`config.mk`:
```
export PLATFORM = sky130hd
export DESIGN_NAME = wdps_top
export DESIGN_NICKNAME = d
export VERILOG_FILES = /design/src/wdps_pkg.sv /design/src/wdps_sync.sv /design/src/wdps_top.sv
export SDC_FILE = /design/constraint.sdc
export NUM_CORES = 1
export LEC_CHECK = 0
export ABC_AREA = 1
export BUFFER_PORTS_ARGS = -buffer_cell sky130_fd_sc_hd__buf_2
export CORE_AREA = 3 3 94 96
export CTS_BUF_LIST = sky130_fd_sc_hd__clkbuf_4 sky130_fd_sc_hd__clkbuf_8
export DETAILED_ROUTE_END_ITERATION = 8
export DIE_AREA = 0 0 97 99
export HOLD_SLACK_MARGIN = 0.1
export PLACE_DENSITY = 0.8
export REMOVE_ABC_BUFFERS = 1
export SYNTH_ARGS = -nofsm -noshare
export SYNTH_HDL_FRONTEND = slang
export SYNTH_HIERARCHICAL = 1
export SYNTH_SLANG_ARGS = --single-unit
```
`constraint.sdc`:
```
create_clock -name sys_clk -period 2.6 [get_ports sys_clk]
set_input_delay 0.78 -clock sys_clk [delete_from_list [all_inputs] [get_ports sys_clk]]
set_output_delay 0.78 -clock sys_clk [all_outputs]
set_load 0.02 [all_outputs]
```
`src/wdps_pkg.sv`:
```
// Package for the watchdog and power-fail supervisor.
// Assumes a single 200 MHz system clock and an 8-bit register port.
package wdps_pkg;

  // Register indices on the plain register port
  localparam logic [2:0] WDPS_ADDR_WATCHDOG_CONTROL_REGISTER = 3'h0;  // Watchdog control register
  localparam logic [2:0] WDPS_ADDR_PWR   = 3'h1;  // Power control register
  localparam logic [2:0] WDPS_ADDR_EXT   = 3'h2;  // Extended interrupt register
  localparam logic [2:0] WDPS_ADDR_CLK   = 3'h3;  // Clock control register
  localparam logic [2:0] WDPS_ADDR_ISTAT = 3'h4;  // Sticky event status
  localparam logic [2:0] WDPS_ADDR_IMASK = 3'h5;  // Event mask
  localparam logic [2:0] WDPS_ADDR_CNT   = 3'h6;  // Counter top byte, read only

  // Watchdog control register bits
  localparam int WDPS_BIT_RESTART  = 0;
  localparam int WDPS_BIT_RST_EN   = 1;
  localparam int WDPS_BIT_CAUSE    = 2;
  localparam int WDPS_BIT_TIMEOUT  = 3;
  localparam int WDPS_BIT_PF_FLAG  = 4;
  localparam int WDPS_BIT_PF_EN    = 5;
  localparam int WDPS_BIT_POWER_ON = 6;
  // Other register bits
  localparam int WDPS_BIT_POF      = 4;   // Power control register
  localparam int WDPS_BIT_PDOWN    = 1;   // Power control register
  localparam int WDPS_BIT_KEEP     = 0;   // Extended interrupt register
  localparam int WDPS_BIT_IVL_LO   = 6;   // Clock control register
  localparam int WDPS_BIT_IVL_HI   = 7;   // Clock control register
  localparam int WDPS_BIT_WD_IEN   = 0;   // Event mask/enable sources

  // Event status bit positions
  localparam int WDPS_EV_TIMEOUT   = 0;
  localparam int WDPS_EV_WDRESET   = 1;
  localparam int WDPS_EV_PFAIL     = 2;
  localparam int WDPS_EV_W         = 3;

  // Timing
  localparam int WDPS_STARTUP_CYC  = 65536;  // Clocks after supply rise
  localparam int WDPS_DELAY_CYC    = 512;    // Time-out to watchdog reset
  localparam int WDPS_PULSE_CYC    = 30;     // Watchdog reset length
  localparam int WDPS_CNT_W        = 27;     // Counter width
  localparam int WDPS_IVL0_EXP     = 17;     // Interval select 00
  localparam int WDPS_IVL1_EXP     = 20;     // Interval select 01
  localparam int WDPS_IVL2_EXP     = 23;     // Interval select 10
  localparam int WDPS_IVL3_EXP     = 26;     // Interval select 11
  localparam logic [15:0] WDPS_RESET_VECTOR = 16'h0000;  // First fetch address

  // Reset values
  localparam logic [7:0] WDPS_RST_EXT = 8'h01;  // Keep-alive set
  localparam logic [1:0] WDPS_RST_IVL = 2'h0;   // Shortest interval

  // Supervisor sequence states
  typedef enum logic [1:0] {
    WDPS_ST_HOLD,    // Supply below reset threshold
    WDPS_ST_START,   // Start-up wait
    WDPS_ST_RUN,     // Normal execution
    WDPS_ST_WDRST    // Watchdog reset pulse
  } wdps_state_t;

  // Register port request
  typedef struct packed {
    logic [2:0] addr;
    logic [7:0] wdata;
    logic       wr;
    logic       rd;
  } wdps_req_t;

  // Interval select to time-out tap
  function automatic logic [4:0] wdps_tap(input logic [1:0] sel);
    case (sel)
      2'h0:    wdps_tap = 5'(WDPS_IVL0_EXP);
      2'h1:    wdps_tap = 5'(WDPS_IVL1_EXP);
      2'h2:    wdps_tap = 5'(WDPS_IVL2_EXP);
      default: wdps_tap = 5'(WDPS_IVL3_EXP);
    endcase
  endfunction : wdps_tap

endpackage : wdps_pkg

```
`src/wdps_sync.sv`:
```
// Two flip-flop synchroniser for a group of level inputs.
// Assumes the inputs are asynchronous levels from analog comparators.
`timescale 1ns/1ps
`default_nettype none
module wdps_sync #(
  parameter int W = 2                  // Number of levels
) (
  input  wire logic         sys_clk,   // System clock
  input  wire logic         rst_n,     // Synchronous reset, active low
  input  wire logic [W-1:0] async_in,  // Raw levels
  output logic      [W-1:0] sync_out   // Synchronised levels
);
  logic [W-1:0] meta;                  // First stage, read only by second

  // Two stages, reset to zero
  always_ff @(posedge sys_clk) begin
    if (!rst_n) begin
      meta     <= '0;
      sync_out <= '0;
    end else begin
      meta     <= async_in;
      sync_out <= meta;
    end
  end
endmodule : wdps_sync
`default_nettype wire

```
`src/wdps_top.sv`:
```
// Watchdog counter and power-fail supervisor, digital side.
// Assumes comparator levels arrive asynchronously; registers on a plain port.
`timescale 1ns/1ps
`default_nettype none
module wdps_top
  import wdps_pkg::*;
#(
  parameter int STARTUP_CYC = WDPS_STARTUP_CYC, // Start-up wait, shortenable
  parameter int CNT_TRIM    = 0                 // Bits cut from every interval, 0 in silicon
) (
  input  wire logic        sys_clk,          // System clock
  input  wire logic        rst_n,            // Power-on reset, synchronous
  input  wire logic        supply_low_rst,   // Supply below reset threshold
  input  wire logic        supply_low_pf,    // Supply below power-fail level
  input  wire logic        global_irq_en,    // Global interrupt enable, gates wd_irq only
  input  wire logic [2:0]  reg_addr,         // Register index
  input  wire logic [7:0]  reg_wdata,        // Write data
  input  wire logic        reg_wr,           // Write strobe
  input  wire logic        reg_rd,           // Read strobe
  output logic      [7:0]  reg_rdata,        // Read data, cycle after strobe
  output logic             cpu_reset,        // Core held in reset
  output logic      [15:0] start_addr,       // Fetch address after reset
  output logic             wd_irq,           // Watchdog interrupt request
  output logic             pf_irq,           // Power-fail interrupt, top priority
  output logic             detector_on,      // Supply detector powered
  output logic             irq               // Summary of unmasked events
);

  localparam int DLY_W = $clog2(WDPS_DELAY_CYC + 1);  // Delay counter width
  localparam int PUL_W = $clog2(WDPS_PULSE_CYC + 1);  // Pulse counter width
  localparam int STU_W = $clog2(STARTUP_CYC + 1);     // Start-up counter width
  localparam logic [DLY_W-1:0] DLY_LAST = DLY_W'(WDPS_DELAY_CYC - 1);
  localparam logic [PUL_W-1:0] PUL_LAST = PUL_W'(WDPS_PULSE_CYC - 1);
  localparam logic [STU_W-1:0] STU_LAST = STU_W'(STARTUP_CYC - 1);

  wdps_req_t            req;             // Bundled register request
  logic [1:0]           lvl;             // Synchronised comparator levels
  logic                 low_rst;         // Supply below reset threshold
  logic                 low_pf;          // Supply below power-fail level
  wdps_state_t          state;           // Supervisor sequence
  wdps_state_t          next_state;      // Next sequence state
  logic [STU_W-1:0]     stu_cnt;         // Start-up wait counter
  logic [PUL_W-1:0]     pul_cnt;         // Watchdog reset pulse counter
  logic [DLY_W-1:0]     dly_cnt;         // Time-out to reset delay
  logic                 dly_run;         // Reset delay pending
  logic [WDPS_CNT_W-1:0] wd_cnt;         // Watchdog counter
  logic                 wd_enabled;      // Watchdog running
  logic                 restart;         // Restart request bit
  logic                 rst_en;          // Watchdog reset enable
  logic                 cause;           // Watchdog reset cause flag
  logic                 timeout;         // Time-out flag
  logic                 pf_en;           // Power-fail interrupt enable
  logic                 power_on;        // Power-on flag
  logic                 pdown;           // Power-down request
  logic [7:0]           ext_reg;         // Extended interrupt register
  logic [1:0]           ivl;             // Interval select
  logic                 wd_ien;          // Watchdog interrupt enable
  logic [WDPS_EV_W-1:0] istat;           // Sticky event status
  logic [WDPS_EV_W-1:0] imask;           // Event mask
  logic                 rollover;        // Selected length rolls over
  logic                 wr_watchdog_control_register;        // Write to watchdog control
  logic                 wd_fire;         // Watchdog reset starts
  logic                 in_reset;        // Any reset phase active
  logic [WDPS_EV_W-1:0] ev;              // Event pulses this cycle

  assign req = '{addr: reg_addr, wdata: reg_wdata, wr: reg_wr, rd: reg_rd};

  // Comparator levels cross into the clock domain
  wdps_sync #(.W(2)) wdps_sync_i (
    .sys_clk  (sys_clk),
    .rst_n    (rst_n),
    .async_in ({supply_low_pf, supply_low_rst}),
    .sync_out (lvl)
  );
  assign low_rst = lvl[0];
  assign low_pf  = lvl[1];

  // Rollover on the selected tap: lower bits all ones
  always_comb begin
    logic [4:0] tap;
    tap      = wdps_tap(ivl) - 5'(CNT_TRIM);
    rollover = wd_enabled && ((wd_cnt & ((WDPS_CNT_W'(1) << tap) - WDPS_CNT_W'(1)))
                              == ((WDPS_CNT_W'(1) << tap) - WDPS_CNT_W'(1)));
  end

  assign wr_watchdog_control_register = req.wr && (req.addr == WDPS_ADDR_WATCHDOG_CONTROL_REGISTER);
  assign wd_fire  = dly_run && (dly_cnt == DLY_LAST) && rst_en && !restart;
  assign in_reset = (state != WDPS_ST_RUN);

  // Supervisor sequence
  always_comb begin
    next_state = state;
    case (state)
      WDPS_ST_HOLD:  if (!low_rst) next_state = WDPS_ST_START;
      WDPS_ST_START: if (stu_cnt == STU_LAST) next_state = WDPS_ST_RUN;
      WDPS_ST_RUN:   if (wd_fire) next_state = WDPS_ST_WDRST;
      WDPS_ST_WDRST: if (pul_cnt == PUL_LAST) next_state = WDPS_ST_RUN;
      default:       next_state = WDPS_ST_HOLD;
    endcase
    if (low_rst) next_state = WDPS_ST_HOLD;
  end

  // State register
  always_ff @(posedge sys_clk) begin
    if (!rst_n) state <= WDPS_ST_HOLD;
    else        state <= next_state;
  end

  // Start-up wait counter
  always_ff @(posedge sys_clk) begin
    if (!rst_n || state != WDPS_ST_START) stu_cnt <= '0;
    else                                  stu_cnt <= stu_cnt + STU_W'(1);
  end

  // Watchdog reset pulse counter
  always_ff @(posedge sys_clk) begin
    if (!rst_n || state != WDPS_ST_WDRST) pul_cnt <= '0;
    else                                  pul_cnt <= pul_cnt + PUL_W'(1);
  end

  // Watchdog enable: power reset disables, a write of the restart bit arms it
  always_ff @(posedge sys_clk) begin
    if (!rst_n || state == WDPS_ST_HOLD) begin
      wd_enabled <= 1'b0;
    end else if (wr_watchdog_control_register && req.wdata[WDPS_BIT_RESTART]) begin
      wd_enabled <= 1'b1;
    end
  end

  // Watchdog counter
  always_ff @(posedge sys_clk) begin
    if (!rst_n || state == WDPS_ST_HOLD) begin
      wd_cnt <= '0;
    end else if (restart || state == WDPS_ST_WDRST) begin
      wd_cnt <= '0;
    end else if (wd_enabled) begin
      wd_cnt <= wd_cnt + WDPS_CNT_W'(1);
    end
  end

  // Restart bit: set by software, cleared once the counter is cleared
  always_ff @(posedge sys_clk) begin
    if (!rst_n || state == WDPS_ST_HOLD) restart <= 1'b0;
    else if (wr_watchdog_control_register && req.wdata[WDPS_BIT_RESTART]) restart <= 1'b1;
    else restart <= 1'b0;
  end

  // Delay from time-out to watchdog reset
  always_ff @(posedge sys_clk) begin
    if (!rst_n || in_reset || restart) begin
      dly_run <= 1'b0;
      dly_cnt <= '0;
    end else if (rollover && !dly_run) begin
      dly_run <= 1'b1;
      dly_cnt <= '0;
    end else if (dly_run) begin
      dly_run <= (dly_cnt != DLY_LAST);
      dly_cnt <= dly_cnt + DLY_W'(1);
    end
  end

  // Watchdog control bits written by software
  always_ff @(posedge sys_clk) begin
    if (!rst_n || state == WDPS_ST_HOLD) begin
      rst_en <= 1'b0;
      pf_en  <= 1'b0;
    end else if (wr_watchdog_control_register) begin
      rst_en <= req.wdata[WDPS_BIT_RST_EN];
      pf_en  <= req.wdata[WDPS_BIT_PF_EN];
    end
  end

  // Time-out flag: set wins over a software clear
  always_ff @(posedge sys_clk) begin
    if (!rst_n || state == WDPS_ST_HOLD) timeout <= 1'b0;
    else if (rollover) timeout <= 1'b1;
    else if (wr_watchdog_control_register && !req.wdata[WDPS_BIT_TIMEOUT]) timeout <= 1'b0;
  end

  // Cause flag: set by a watchdog reset, kept over it
  always_ff @(posedge sys_clk) begin
    if (!rst_n || state == WDPS_ST_HOLD) cause <= 1'b0;
    else if (wd_fire) cause <= 1'b1;
    else if (wr_watchdog_control_register && !req.wdata[WDPS_BIT_CAUSE]) cause <= 1'b0;
  end

  // Power-on flag, seen in two registers
  always_ff @(posedge sys_clk) begin
    if (!rst_n || state == WDPS_ST_HOLD) begin
      power_on <= 1'b1;
    end else if (wr_watchdog_control_register && !req.wdata[WDPS_BIT_POWER_ON]) begin
      power_on <= 1'b0;
    end else if (req.wr && req.addr == WDPS_ADDR_PWR && !req.wdata[WDPS_BIT_POF]) begin
      power_on <= 1'b0;
    end
  end

  // Power, extended and clock control registers
  always_ff @(posedge sys_clk) begin
    if (!rst_n || state == WDPS_ST_HOLD) begin
      pdown   <= 1'b0;
      ext_reg <= WDPS_RST_EXT;
      ivl     <= WDPS_RST_IVL;
      wd_ien  <= 1'b0;
    end else if (req.wr) begin
      if (req.addr == WDPS_ADDR_PWR) pdown <= req.wdata[WDPS_BIT_PDOWN];
      if (req.addr == WDPS_ADDR_EXT) ext_reg <= req.wdata;
      if (req.addr == WDPS_ADDR_CLK) ivl <= req.wdata[WDPS_BIT_IVL_HI:WDPS_BIT_IVL_LO];
      if (req.addr == WDPS_ADDR_IMASK) wd_ien <= req.wdata[WDPS_BIT_WD_IEN];
    end
  end

  // Event pulses for the sticky status
  always_comb begin
    ev                  = '0;
    ev[WDPS_EV_TIMEOUT] = rollover;
    ev[WDPS_EV_WDRESET] = wd_fire;
    ev[WDPS_EV_PFAIL]   = low_pf;
  end

  // Sticky status, write one to clear; a new event wins
  always_ff @(posedge sys_clk) begin
    if (!rst_n) begin
      istat <= '0;
      imask <= '0;
    end else begin
      if (req.wr && req.addr == WDPS_ADDR_ISTAT)
        istat <= (istat & ~req.wdata[WDPS_EV_W-1:0]) | ev;
      else
        istat <= istat | ev;
      if (req.wr && req.addr == WDPS_ADDR_IMASK) imask <= req.wdata[WDPS_EV_W-1:0];
    end
  end

  // Registered outputs
  always_ff @(posedge sys_clk) begin
    if (!rst_n) begin
      cpu_reset   <= 1'b1;
      start_addr  <= WDPS_RESET_VECTOR;
      wd_irq      <= 1'b0;
      pf_irq      <= 1'b0;
      detector_on <= 1'b1;
      irq         <= 1'b0;
    end else begin
      cpu_reset   <= (next_state != WDPS_ST_RUN);
      start_addr  <= WDPS_RESET_VECTOR;
      wd_irq      <= timeout && wd_ien && global_irq_en;
      pf_irq      <= low_pf && pf_en;
      detector_on <= ext_reg[WDPS_BIT_KEEP] || !pdown;
      irq         <= |(istat & imask);
    end
  end

  // Read data, one cycle after the strobe
  always_ff @(posedge sys_clk) begin
    if (!rst_n) begin
      reg_rdata <= '0;
    end else if (req.rd) begin
      case (req.addr)
        WDPS_ADDR_WATCHDOG_CONTROL_REGISTER: reg_rdata <= {1'b0, power_on, pf_en, low_pf,
                                       timeout, cause, rst_en, restart};
        WDPS_ADDR_PWR:   reg_rdata <= {3'h0, power_on, 2'h0, pdown, 1'b0};
        WDPS_ADDR_EXT:   reg_rdata <= ext_reg;
        WDPS_ADDR_CLK:   reg_rdata <= {ivl, 6'h00};
        WDPS_ADDR_ISTAT: reg_rdata <= {5'h00, istat};
        WDPS_ADDR_IMASK: reg_rdata <= {5'h00, imask};
        WDPS_ADDR_CNT:   reg_rdata <= wd_cnt[WDPS_CNT_W-1 -: 8];
        default:         reg_rdata <= 8'h00;
      endcase
    end else begin
      reg_rdata <= 8'h00;
    end
  end

endmodule : wdps_top
`default_nettype wire

```
Word-level counts from Yosys, hierarchy flattened
Cells that the tools add are included.
{"block": "op_classes", "add_sub_neg": 5, "eq_ne": 20, "n_shift": 1, "mux": 17, "n_bitwise": 6, "n_reduce_logical": 46}
{"operator": "$pmux W8 S7", "n": 1}
{"operator": "$add A27 B1 Y27 const B", "n": 1}
{"operator": "$and A27 B27 Y27", "n": 1}
{"operator": "$eq A27 B27 Y1", "n": 1}
{"operator": "$shl A1 B5 Y27 const A", "n": 1}
{"operator": "$sub A27 B1 Y27 const B", "n": 1}
{"operator": "$add A17 B1 Y17 const B", "n": 1}
{"operator": "$eq A17 B16 Y1 const B", "n": 1}
{"operator": "$logic_and A1 B1 Y1", "n": 17}
{"operator": "$pmux W4 S3", "n": 1}
{"operator": "$add A10 B1 Y10 const B", "n": 1}
{"operator": "$eq A10 B9 Y1 const B", "n": 1}
{"operator": "$ne A10 B9 Y1 const B", "n": 1}
{"operator": "$reduce_and A2 Y1", "n": 5}
{"operator": "$eq A3 B3 Y1 const B", "n": 3}
{"operator": "$mux W1", "n": 9}
{"operator": "$logic_not A1 Y1", "n": 8}
{"operator": "$mux W2", "n": 4}
{"operator": "$pmux W2 S4", "n": 1}
{"operator": "$logic_or A1 B1 Y1", "n": 7}
{"operator": "$and A3 B3 Y3", "n": 2}
{"operator": "$eq A2 B2 Y1 const B", "n": 3}
{"operator": "$eq A3 B2 Y1 const B", "n": 2}
{"operator": "$ne A2 B2 Y1 const B", "n": 3}
{"operator": "other kinds (13)", "n": 19}
{"block": "totals", "reg_bits": 104, "in_bits": 18, "output_inout_bits": 29, "wordCells": 122}

Logic depth before layout (Yosys ltp)
{"block": "logic_depth", "word_depth": 9, "mapped_depth": 11}

Cells and area by module
Netlist, hierarchy kept.
{"module": "wdps_top", "n_inst": 1, "cells_each": 652, "area_per_inst_um2": 4728.3}
{"module": "wdps_sync", "n_inst": 1, "cells_each": 12, "area_per_inst_um2": 110.1}

Worst setup path before layout
No wires, ideal clock.
{"block": "synth_path", "path_kind": "register -> register", "from": "register stu_cnt[0]", "to": "register state[0]", "arrival_time_ns": 1.747, "slack_ns": 0.726, "path_stages_with_launch": 12, "period_less_slack_ns": 1.874, "path_cell_list": "dfxtp_1 -> ha_1 -> nand2_1 -> nor2_1 -> nand2_1 -> nor2_1 -> nand3_1 -> nor3_1 -> ha_1 -> a21oi_1 -> a21oi_1 -> a21boi_0"}
{"block": "synth_via", "elab_chain_len": 4}
{"element": "start, declared", "line": "wdps_top.sv:42", "source": "logic [STU_W-1:0] stu_cnt;"}
{"element": "start signal, assigned", "line": "wdps_top.sv:112", "source": "else stu_cnt <= stu_cnt + STU_W'(1);"}
{"element": "$eq A17 B16 Y1", "line": "wdps_top.sv:95", "source": "WDPS_ST_START: if (stu_cnt == STU_LAST) next_state = WDPS_ST_RUN;"}
{"element": "$mux W2", "line": "wdps_top.sv:95"}
{"element": "$pmux W2 S4", "line": "wdps_top.sv:93", "source": "case (state)"}
{"element": "$mux W2", "line": "wdps_top.sv:100", "source": "if (low_rst) next_state = WDPS_ST_HOLD;"}
{"element": "end signal, assigned", "line": "wdps_top.sv:106", "source": "else state <= next_state;"}
{"element": "end, declared", "line": "wdps_top.sv:40", "source": "wdps_state_t state;"}
Every way passes these cells.
A chain may end at the register's enable or synchronous reset.

Final worst setup path
Same ends and word-level chain as after synthesis.

==> key figures <==
Global route
  • Global route total overflow: 0
  • Largest net degree at the start of global routing: 21
  • Vias in the first global route: between 3k and 4k
  • Initial antenna violation count: 0
  • First-pass GRT wire length: 17,700 µm
  • Total track usage: approximately 22%

Floorplan
  • Core area: around 8100 µm²
  • I/O pin count: 47
  • Initial Utilization: 59.5%
  • Area of the die: ~9600 µm²
  • Num rows: 33
  • Die Wd: roughly 97 µm
  • Die height: approximately 99 µm

Clock tree
  • CTS resizes: 0
  • H-Tree Depth: 3
  • Clock tree buffer depth: 2
  • Clock Latency Late Sink: around 0.37 ns
  • CTS tree: done
  • Total clock sinks: roughly 100
  • Clock slew at the register clock pins of the worst setup and hold paths: ~0.11 ns
  • Root Buffer: clkbuf_8
  • Hold_buf cts: 0
  • Cts bufs inserted: 9
  • Setup bufs post-CTS: 0

Placement
  • Gpl congestion: around 0.92
  • I/O Buffers: 30
  • Post-DP HPWL: approximately 8000 µm

Synth
  • Avg Cell Area, Syn: between 7 and 8 µm²
  • Synth warn: 6
  • Largest area contributor in the netlist: dfxtp_1
  • Number of synthesized register bits: around 100
  • Area contributors post-synth: dfxtp_1 (43%), nand2_1 (8.8%), nor2_1 (7.3%)
  • Top cells by count, synth: nand2_1 (114), dfxtp_1 (104), nor2_1 (94)
  • Mapped Cells: between 600 and 700
  • Mapped Area: 4840 µm²
  • Count leader, synth: nand2_1
  • Post-synth cell types: 38
  • Main synth FF type: dfxtp_1
  • Post-synthesis sequential area ratio: ~43%
  • Async SR Flop Fraction: 0%
  • Post-synth EDFFs: 0
  • Yosys top cell area share: 43.0%

Power
  • Tot Pwr: 2.83 mW
  • Comb power frac: under 10%
  • Sw Pwr: between 0.7 and 0.8 mW
  • Clock power share: between 30% and 40%
  • Leak: 2.09 nW
  • Sequential share of power: approximately 57%
  • Switch share: roughly a quarter
  • PD cells: approximately 540 nW/µm²
  • Peak VDD IR: about 0.4 mV
  • Internal power: about 2.1 mW

Setup path
  • Cell Chain, Critical Path: ha_1, nand2_1, nor2_1, nand2_1, nor2_1, nand3_1, nor3_1, ha_1, a21oi_1, a21oi_1, a21boi_0
  • Worst setup SP type: flop
  • Peak per-stage delay on the critical path: between 0.3 and 0.4 ns
  • Worst R2R Setup Slack: 0.44 ns
  • Worst R2R Path Depth: 11
  • Slowest-stage cell, CP: dfxtp_1
  • WP data arrival: ~2.4 ns
  • Kind of end point of the critical path: flop
  • Reg2Reg Launch Point: stu_cnt[0]
  • R2r endpoint: state[0]
  • CP Max Fanout: 5
  • Required time worst endpoint: around 2.9 ns
  • Critical path class: reg -> reg

STA
  • Fin crit share: about 83%
  • Final setup viols: 0
  • Skew final: ~0.017 ns
  • FMAX: around 460 MHz
  • Setup TNS: 0 ns
  • Final hold vios: 0
  • Minimum clock period: roughly 2.2 ns
  • RSZ-0062 raised after global routing: false
  • Slew Limit Fails: 0

Final layout
  • Nets: about 730
  • Layout area overhead: 8.17%
  • Number of flip-flops in the largest register: 27
  • Share of cells above drive strength 1: 11.0%
  • Antenna cells: 0
  • Biggest registers after layout: wd_cnt: 27 flops, stu_cnt: 17 flops, dly_cnt: 10 flops
  • Largest Register: wd_cnt

Hold path
  • WHS Endpoint: wdps_sync_i/sync_out[0]
  • Worst min-delay path class: reg -> reg
  • Hold Path Stages: 2
  • Hold_sp: wdps_sync_i/meta[0]

Detailed routing
  • Post-route ant nets: 0
  • Drt pass-1 iters: 5
  • # DRC: 0
  • DR vias/cell: ~5.2
  • WL/cell: 13.0 µm
  • Routed WL: around 10,000 µm
  • DR vias: 4,205
  • Iter 0 DRT Violations: between 200 and 250

Outcome
  • Status: finished, final reports clean

Job
  • Max Cap Viol: 0
kinds of logic (layout without fill, tap and decap cells):
| family | count (synthesis) | after routing | synth area share, % |
|---|---|---|---|
| flops | 104 | 104 | 43.0 |
| fa+ha+maj | 12 | 12 | 3.10 |
| compound gates | 108 | 108 | 12.3 |
| buf+inv | 121 | 145 | 11.1 |
| xor+xnor | 12 | 12 | 2.17 |
| mux | 1 | 1 | 0.207 |
| simple gates | 305 | 305 | 28.0 |
| other cells | 1 | 16 | 0.0775 |
power by group through the flow:
stage                     clock [mW]  combinational (mW)  sequential [mW]
after detailed placement           0               0.132             1.65
final                           1.08               0.134             1.61
after floorplan                    0              0.0840             1.65
after global placement             0               0.129             1.65
after CTS                       1.11               0.133             1.61
after global routing            1.15               0.150             1.61
cells in the final DEF, fill, tap and decap left out, types with 2 or more instances in the layout:
master / count
inv_1: 92
xnor2_1: 5
nand3_1: 47
nor2_1: 94
o21a_1: 4
clkbuf_8: 9
a31oi_1: 3
o221ai_1: 2
nor2_2: 8
inv_8: 3
o21ai_1: 3
or2_2: 5
o22ai_1: 8
ha_1: 12
nand2_2: 2
nor3_4: 2
nand2_1: 114
inv_2: 6
nor2_4: 3
o21ai_0: 32
conb_1: 16
a211oi_1: 2
nor3_1: 17
buf_2: 30
dfxtp_1: 104
nor3b_1: 2
xor2_1: 7
a21oi_1: 49
nand4_1: 8
final cells by class:
type	count	area [µm²]
Fill cell	734	2900
Multi-Input combinational cell	454	2270
Sequential cell	104	2080
Inverter	98	368
Timing Repair Buffer	31	158
Tap cell	105	131
Clock buffer	9	124
Clock inverter	7	96.3
per-layer routing:
| layer | part of all wire (%) | global-route usage [%] | wire [µm] | vias to the layer above |
|---|---|---|---|---|
| li1 | - | - | - | 2172 |
| met1 | 45 | 28.1 | 4760 | 1940 |
| met2 | 49 | 39.1 | 5140 | 86 |
| met3 | 4.7 | 4.25 | 494 | 7 |
| met4 | 0.93 | 5.72 | 98 | 0 |
| met5 | 0 | 0 | 0 | - |
stage by stage:
stage | setup WS (ns) | hold WS [ns] | utilization (%) | cells | instance area [µm²]
4_1_cts | 0.455 | 0.428 | 64.3 | 808 | 5230
5_1_grt | 0.162 | 0.442 | 64.3 | 808 | 5230
3_5_place_dp | 0.473 | 0.401 | 61.6 | 792 | 5010
3_3_place_gp | 0.577 | 0.393 | 61.6 | 792 | 5010
2_1_floorplan | 0.726 | 0.386 | - | 656 | 4720
6_report | 0.440 | 0.420 | 64.3 | 808 | 5230
critical path, delay by kind of cell (launching register included):
kind,cells,cell delay [ns]
and+or+nand+nor,6,0.98
AOI/OAI and AO/OA,3,0.35
adders and majority gates,2,0.35
DFF,1,0.37
how the worst max path moves through the flow:
stage	start	to	slack, ns	depth (start not counted)
floorplan	stu_cnt[0]	state[0]	0.73	11
detailed placement	stu_cnt[0]	state[0]	0.47	11
finish	stu_cnt[0]	state[0]	0.44	11
global route	stu_cnt[0]	state[0]	0.16	11
CTS	stu_cnt[0]	state[0]	0.46	11
global placement	reg_addr[0]	ext_reg[3]	0.58	7
No activity file was read; power rests on OpenSTA's default activity.
